===== config.mk =====
export PLATFORM = sky130hd
export DESIGN_NAME = drbd_row_decode
export DESIGN_NICKNAME = d
export VERILOG_FILES = /design/src/verilog/drbd_pkg.sv /design/src/verilog/drbd_row_cmp.sv /design/src/verilog/drbd_row_decode.sv
export SDC_FILE = /design/constraint.sdc
export NUM_CORES = 1
export LEC_CHECK = 0
export ABC_AREA = 0
export ABC_CLOCK_PERIOD_IN_PS = 4000
export BUFFER_PORTS_ARGS = -buffer_cell sky130_fd_sc_hd__clkbuf_2
export CAP_MARGIN = 0
export CORE_ASPECT_RATIO = 0.7
export CORE_MARGIN = 5
export CORE_UTILIZATION = 30
export DETAILED_ROUTE_END_ITERATION = 16
export SLEW_MARGIN = 20
export SYNTH_ARGS = -nofsm -noshare
export SYNTH_HDL_FRONTEND = slang
export SYNTH_SLANG_ARGS = --single-unit

===== constraint.sdc =====
create_clock -name clk_sys -period 4 [get_ports clk_sys]
set_input_delay 0.2 -clock clk_sys [delete_from_list [all_inputs] [get_ports clk_sys]]
set_output_delay 0.2 -clock clk_sys [all_outputs]
set_load 0.1 [all_outputs]

===== src/verilog/drbd_pkg.sv =====
// package: constants and types for the dram row boundary decode block
package drbd_pkg;
   // register geometry
   localparam int unsigned REG_W = 16;            // every row limit register is 16 bits wide
   localparam int unsigned MAX_ROWS = 8;          // largest variant decodes eight rows
   localparam int unsigned ROWS_SMALL = 4;        // smaller variant decodes four rows
   localparam int unsigned LIMIT_W_SMALL = 7;     // limit field 6:0 on four-row variant
   localparam int unsigned LIMIT_W_LARGE = 11;    // limit field 10:0 on eight-row variant
   localparam int unsigned UNIT_SHIFT = 22;       // 4 Mbyte granularity, 2^22 bytes
   localparam int unsigned ADDR_W = 36;           // controller-relative byte address width
   localparam int unsigned BUS_ADDR_W = 8;        // register port address width
   // printed offsets 60h..6fh: two bytes per register, word index = (offset-60h)/2
   localparam logic [7:0] ROW_LIMIT_BASE = 8'h60; // first row limit register offset
   localparam logic [7:0] ROW_LIMIT_STEP = 8'h02; // byte spacing of row limit registers
   // reset value of every limit register: one unit in row zero
   localparam logic [15:0] ROW_LIMIT_RST = 16'h0001;
   // variant select encodings
   typedef enum logic [0:0] {
      DRBD_VAR_FOUR = 1'b0,
      DRBD_VAR_EIGHT = 1'b1
   } drbd_variant_t;
endpackage : drbd_pkg


===== src/verilog/drbd_row_cmp.sv =====
// module: one row boundary comparator, upper limit above address
`timescale 1ns/1ps
module drbd_row_cmp #(
   parameter int unsigned LIMIT_W = 11  // width of the limit field compared
) (
   input wire logic [LIMIT_W-1:0] limit,     // cumulative upper limit in units
   input wire logic [LIMIT_W-1:0] addr_unit, // access address in units
   input wire logic addr_over,                // address bits above the field are set
   output logic below                          // address lies under this limit
);
   // an address whose high bits overflow the field is never below any limit
   always_comb begin
      below = !addr_over && (addr_unit < limit); // [RQ5]
   end
endmodule : drbd_row_cmp


===== src/verilog/drbd_row_decode.sv =====
// module: row limit registers and the access-to-row decoder
`timescale 1ns/1ps
//
// Contract
// RQ1: four-row variant decodes rows zero to three
// RQ2: eight-row variant decodes rows zero to seven
// RQ3: limit registers 16 bits, 4 Mbyte units
// RQ4: compare gap-free controller address, not physical
// RQ5: row bounded by own and previous limit
// RQ6: row size is limit minus previous limit
// RQ7: software gives empty rows previous limit
// RQ8: all limit registers reset to 0001h
// RQ9: software copies limit three into four-seven
// RQ10: four-row limit field 6:0, rest reserved
// RQ11: eight-row limit field 10:0, rest reserved
// RQ12: software keeps plain rows 4-128 Mbytes
// RQ13: software keeps two-way rows 8-256 Mbytes
// RQ14: software keeps four-way rows 16-512 Mbytes
// RQ15: lowest row whose limit exceeds address wins
// RQ16: address past final limit hits no row
module drbd_row_decode #(
   parameter drbd_pkg::drbd_variant_t VARIANT = drbd_pkg::DRBD_VAR_EIGHT // device variant
) (
   input wire logic clk_sys,                             // controller clock, 40 MHz
   input wire logic arst_n,                              // asynchronous reset, active low
   input wire logic [drbd_pkg::BUS_ADDR_W-1:0] reg_addr, // register byte address
   input wire logic [drbd_pkg::REG_W-1:0] reg_wdata,     // register write data
   input wire logic reg_wr,                              // write strobe
   input wire logic reg_rd,                              // read strobe
   output logic [drbd_pkg::REG_W-1:0] reg_rdata,         // read data, cycle after strobe
   input wire logic acc_valid,                           // access request valid
   input wire logic [drbd_pkg::ADDR_W-1:0] acc_addr,     // gap-free controller address
   output logic dec_valid,                               // decode result valid, one cycle
   output logic dec_hit,                                 // access falls into some row
   output logic [2:0] dec_row,                           // selected row number
   output logic [drbd_pkg::MAX_ROWS-1:0] dec_row_sel     // one-hot row select
);
   // derived variant geometry
   localparam int unsigned NROWS =
      (VARIANT == drbd_pkg::DRBD_VAR_EIGHT) ? drbd_pkg::MAX_ROWS : drbd_pkg::ROWS_SMALL; // [RQ1] [RQ2]
   localparam int unsigned LW =
      (VARIANT == drbd_pkg::DRBD_VAR_EIGHT) ? drbd_pkg::LIMIT_W_LARGE
                                            : drbd_pkg::LIMIT_W_SMALL; // [RQ10] [RQ11]
   localparam int unsigned HI_W = drbd_pkg::ADDR_W - drbd_pkg::UNIT_SHIFT - LW; // overflow bits

   // elaboration check: field plus unit shift must leave at least one overflow bit in the address
   if (drbd_pkg::ADDR_W < drbd_pkg::UNIT_SHIFT + LW + 1) begin : g_bad_width
      $error("address width too small for the limit field");
   end

   // reset synchroniser, two stages
   logic rst_s1_q;
   logic rst_s2_q;
   logic rst_n;

   // release of reset is synchronised, assertion stays asynchronous
   always_ff @(posedge clk_sys or negedge arst_n) begin
      if (!arst_n) begin
         rst_s1_q <= 1'b0;
         rst_s2_q <= 1'b0;
      end else begin
         rst_s1_q <= 1'b1;
         rst_s2_q <= rst_s1_q;
      end
   end
   assign rst_n = rst_s2_q;

   // register address decode
   logic [7:0] rel_off;   // offset from the first limit register
   logic map_hit;         // address falls in the limit block
   logic [2:0] map_idx;   // register index 0..7

   always_comb begin
      rel_off = reg_addr - drbd_pkg::ROW_LIMIT_BASE;
      // all eight registers are mapped on both variants
      map_hit = (reg_addr >= drbd_pkg::ROW_LIMIT_BASE) &&
                (rel_off < 8'(drbd_pkg::MAX_ROWS * drbd_pkg::ROW_LIMIT_STEP)) &&
                !rel_off[0];
      map_idx = rel_off[3:1];
   end

   // limit storage, only the implemented field bits exist
   logic [LW-1:0] limit_q [drbd_pkg::MAX_ROWS];

   // one write port per register, reserved bits are dropped
   genvar gi;
   for (gi = 0; gi < drbd_pkg::MAX_ROWS; gi++) begin : g_limit
      always_ff @(posedge clk_sys or negedge rst_n) begin
         if (!rst_n) begin
            limit_q[gi] <= LW'(drbd_pkg::ROW_LIMIT_RST); // [RQ8]
         end else if (reg_wr && map_hit && (map_idx == 3'(gi))) begin
            limit_q[gi] <= reg_wdata[LW-1:0]; // [RQ3] [RQ10] [RQ11]
         end
      end
   end

   // read data register, stands only the cycle after the strobe
   always_ff @(posedge clk_sys or negedge rst_n) begin
      if (!rst_n) begin
         reg_rdata <= '0;
      end else if (reg_rd && map_hit) begin
         // reserved upper bits read as zero
         reg_rdata <= drbd_pkg::REG_W'(limit_q[map_idx]); // [RQ10] [RQ11]
      end else begin
         // unmapped reads and idle cycles answer zero
         reg_rdata <= '0;
      end
   end

   // address split into 4 Mbyte units and overflow bits
   logic [LW-1:0] addr_unit;   // unit index within the limit field
   logic addr_over;            // unit index beyond what any limit can express

   always_comb begin
      addr_unit = acc_addr[drbd_pkg::UNIT_SHIFT +: LW]; // [RQ4]
      addr_over = |acc_addr[drbd_pkg::ADDR_W-1 -: HI_W];
   end

   // per-row comparison of address against cumulative upper limits
   logic [drbd_pkg::MAX_ROWS-1:0] below;  // address below limit of row n

   for (gi = 0; gi < drbd_pkg::MAX_ROWS; gi++) begin : g_cmp
      if (gi < NROWS) begin : g_live
         drbd_row_cmp #(
            .LIMIT_W(LW)
         ) u_cmp (
            .limit(limit_q[gi]),
            .addr_unit(addr_unit),
            .addr_over(addr_over),
            .below(below[gi])
         );
      end else begin : g_dead
         // rows beyond the variant never take an access
         assign below[gi] = 1'b0; // [RQ1]
      end
   end

   // priority pick of the lowest row whose limit exceeds the address;
   // a row of zero size is skipped because its lower bound equals its limit
   logic [drbd_pkg::MAX_ROWS-1:0] sel_d;  // one-hot select
   logic [2:0] row_d;                     // encoded row
   logic hit_d;                           // any row taken

   always_comb begin
      sel_d = '0;
      row_d = 3'h0;
      hit_d = 1'b0;
      for (int i = drbd_pkg::MAX_ROWS - 1; i >= 0; i--) begin
         if (below[i]) begin
            sel_d = '0;
            sel_d[i] = 1'b1; // [RQ15] [RQ5] [RQ6]
            row_d = 3'(i);
            hit_d = 1'b1;
         end
      end
      // past the final limit: no row at all
      if (!hit_d) begin
         sel_d = '0; // [RQ16]
      end
   end

   // registered decode result, one cycle after the access
   always_ff @(posedge clk_sys or negedge rst_n) begin
      if (!rst_n) begin
         dec_valid <= 1'b0;
         dec_hit <= 1'b0;
         dec_row <= 3'h0;
         dec_row_sel <= '0;
      end else begin
         dec_valid <= acc_valid;
         dec_hit <= acc_valid && hit_d; // [RQ16]
         dec_row <= acc_valid ? row_d : 3'h0;
         dec_row_sel <= acc_valid ? sel_d : '0; // [RQ15]
      end
   end

   // ---- assertions ----
   // helpers: previous-cycle view of the access and limits
   logic [LW-1:0] lim_prev_row;  // limit of selected row at request time
   always_comb begin
      lim_prev_row = limit_q[row_d];
   end

   // ---- register port, decode and reset checks ----
   // helpers: what the current strobe addresses and whether it is taken
   logic [LW-1:0] rd_view;  // limit that a mapped read returns next cycle
   logic wr_hit;            // mapped write taken on this edge
   logic rd_hit;            // mapped read taken on this edge

   // built from the same nets as the real port, so the checks see what the logic sees
   always_comb begin
      rd_view = limit_q[map_idx];
      wr_hit = reg_wr && map_hit;
      rd_hit = reg_rd && map_hit;
   end

   // each limit keeps its value unless its own write comes;
   // per row, so a stray write strobe on a neighbour is caught too
   for (gi = 0; gi < drbd_pkg::MAX_ROWS; gi++) begin : g_hold

   end

   // rows outside the variant never signal below
   for (gi = 0; gi < drbd_pkg::MAX_ROWS; gi++) begin : g_dead_chk
      if (gi >= NROWS) begin : g_off

      end
   end
endmodule : drbd_row_decode

==> impl_metrics.env <==
export IMPL_status="complete, no violations"
export IMPL_finalHoldViolations=0
export IMPL_rows=46
export IMPL_fin_worst_skew_ns=0.005960
export IMPL_syn_to_final_growth_pct=17.52
export IMPL_first_pass_iters=5
export IMPL_dieArea_um2=26020
export IMPL_synth_main_ff_cell="dfrtp_1"
export IMPL_power_leakage_nw=3.869
export IMPL_nNetsFinal=872
export IMPL_core_area_um2=22560
export IMPL_drv_cap=0
export IMPL_cts_tree="yes"
export IMPL_drive_gt1_share_pct=24.49
export IMPL_fillerInstances=2275
export IMPL_endpoint_kind="register"
export IMPL_syn_area_um2=6855
export IMPL_drt_iter0_markers=365
export IMPL_yosysMostFrequentCell="dfrtp_1"
export IMPL_avgSynthCellArea_um2=10.40
export IMPL_path_max_fanout=4
export IMPL_rsz0062_at_grt="no"
export IMPL_syn_inst=659
export IMPL_grt_start_max_net_pins=42
export IMPL_period_minus_slack_ns=2.417
export IMPL_grtUsageTotal_pct=14.65
export IMPL_die_width_um=190.7
export IMPL_ys_types=50
export IMPL_via_per_inst=4.795
export IMPL_holdCritPathClass="primary input to async pin"
export IMPL_grt_antenna_before_repair=0
export IMPL_grt_pass1_wl_mm=28.84
export IMPL_yosys_warnings=0
export IMPL_ir_drop_uv=312.0
export IMPL_fin_ws_ns=1.583
export IMPL_fmax_mhz=413.8
export IMPL_cts_sinks=114
export IMPL_root_buffer="clkbuf_16"
export IMPL_tightest_slew_ns=0.8834
export IMPL_insertion_delay_ns=0.42
export IMPL_vias=5040
export IMPL_placed_cell_area_um2=7517
export IMPL_numCtsBuffers=17
export IMPL_async_flop_share_pct=100.0
export IMPL_fin_crit_sh_pct=60.42
export IMPL_route_detailed_drc=0
export IMPL_critPathKind="register to register"
export IMPL_gp_congestion=0.8114
export IMPL_ioPinCount=94
export IMPL_start_util_pct=30.38
export IMPL_ys_seq_area_share_pct=41.76
export IMPL_cts_buffer_depth=2
export IMPL_wire_per_inst_um=17.51
export IMPL_die_h_um=136.5
export IMPL_ant_nets=0
export IMPL_synthTopCellsByArea="dfrtp_1 39%, ha_1 15%, mux4_2 7.2%"
export IMPL_n_antenna_cell=0
export IMPL_grt_pass1_vias=5071
export IMPL_synth_edf_count=0
export IMPL_ys_ff_latch=114
export IMPL_finish_instance_area_um2=8056
export IMPL_synthTopCellsByCount="106 x dfrtp_1, 86 x inv_1, 81 x ha_1"
export IMPL_slew_headroom_pct=40.79
export IMPL_power_density_nw_per_um2=389.0
export IMPL_cp_arrival_ns=2.72
export IMPL_routed_wl_mm=18.40
export IMPL_cts_resized=0
export IMPL_grt_overflow=0
export IMPL_timing_setup_tns_ns=0
export IMPL_setup_viol=0
export IMPL_critPathRequiredTime_ns=4.30
export IMPL_clk_pin_slew_worst_paths_ns=0.05
export IMPL_cp_start_kind="register"
export IMPL_yosys_area_top_type="dfrtp_1"
export IMPL_dp_slack_ns=1.443
export IMPL_numPortBuffers=61
export IMPL_hpwl_mm=13.71
export IMPL_htree_num_levels=4
export IMPL_synth_top_cell_area_share_pct=38.69
export IMPL_slew_violations=0
export IMPL_power_mw=3.134
==> stage by stage <==
stage / hold WS [ns] / utilization, % / std cells
floorplan: -0.09559 / - / 663
global placement: -0.006029 / 33.32 / 1017
detailed placement: -0.004588 / 33.32 / 1017
CTS: 0.08085 / 35.71 / 1051
global route: 0.09225 / 35.71 / 1051
finish: 0.09988 / 35.71 / 1051
==> layout make-up <==
| type | count | area, um^2 | area share [%] |
|---|---|---|---|
| inverters | 86 | 322.8 | 4.007 |
| flip-flops and latches | 114 | 2867 | 35.58 |
| well taps | 312 | 390.4 | 4.845 |
| clock buffers | 26 | 489.2 | 6.072 |
| repair buffers | 72 | 392.9 | 4.877 |
| multi-input cells | 435 | 3565 | 44.25 |
| clock inverters | 6 | 30.03 | 0.3727 |
==> registers in the layout (all words and copies together), names as in the netlist <==
register     cells
rst_n            1
dec_row          3
reg_rdata       11
dec_valid        1
dec_row_sel      8
rst_s1_q         1
dec_hit          1
limit_q         88
==> cells by family (layout without fill, tap and decap cells) <==
family                     after synthesis  count (layout)  synth area share, %
buffers and inverters                  114             190                6.753
muxes                                   71              71                15.08
DFF                                    114             114                41.76
other                                    2               6               0.1095
adders and majority gates               81              81                14.78
AOI/OAI and AO/OA                      130             130                10.91
and+or+nand+nor                        147             147                10.60
==> per-layer routing <==
metal	vias up	wire length, um	global-route usage [%]
li1	2442	-	-
met1	2439	9183	21.59
met2	138	7878	21.47
met3	21	1125	3.414
met4	0	215	4.226
met5	-	0	0
==> placed cells by master, fill, tap and decap left out, types with 4 or more instances in the layout <==
master	instances
a211oi_1	5
a21oi_1	26
buf_4	9
clkbuf_1	6
clkbuf_16	17
clkbuf_2	61
clkinv_2	6
conb_1	6
dfrtp_1	105
dfstp_2	8
ha_1	81
inv_1	86
mux2_2	38
mux2i_1	11
mux4_2	22
nand2_1	73
nand3_1	4
nand4_1	6
nor2_1	25
nor2b_1	7
nor3_1	4
o211ai_1	4
o21ai_0	73
==> critical path, cell delays in order (launching register included) <==
cell and delay (ns):
dfrtp_1 0.38, inv_1 0.09, ha_1 0.26, a211oi_1 0.24, o21ai_0 0.11, a221oi_1 0.61
nand2b_1 0.23, a21boi_0 0.12, o2111a_1 0.27
==> repair_timing <==
item                                   4_1_cts  5_1_grt
buffers inserted                             0        0
hold buffers                                 2        0
endpoints found under the hold margin        3        0
==> final timing paths <==
check,slack [ns],start,cells past startpoint,endpoint
min reg2reg,0.28,rst_n,0,dec_row_sel[1]
max in group asynchronous,2.79,rst_n,1,limit_q[10]
min in group clk_sys,0.14,reg_wdata[10],3,limit_q[43]
min,0.1,arst_n,2,rst_n
max,1.58,limit_q[19],8,dec_row[0]
max reg2reg,1.58,limit_q[19],8,dec_row[0]
==> power by group <==
| group | internal (mW) | switching, mW | leakage [nW] |
|---|---|---|---|
| Sequential | 1.22 | 0.0450 | 1.31 |
| Clock | 0.833 | 0.530 | 0.262 |
| Combinational | 0.181 | 0.319 | 2.30 |
Power figures use the tool's default switching activity.
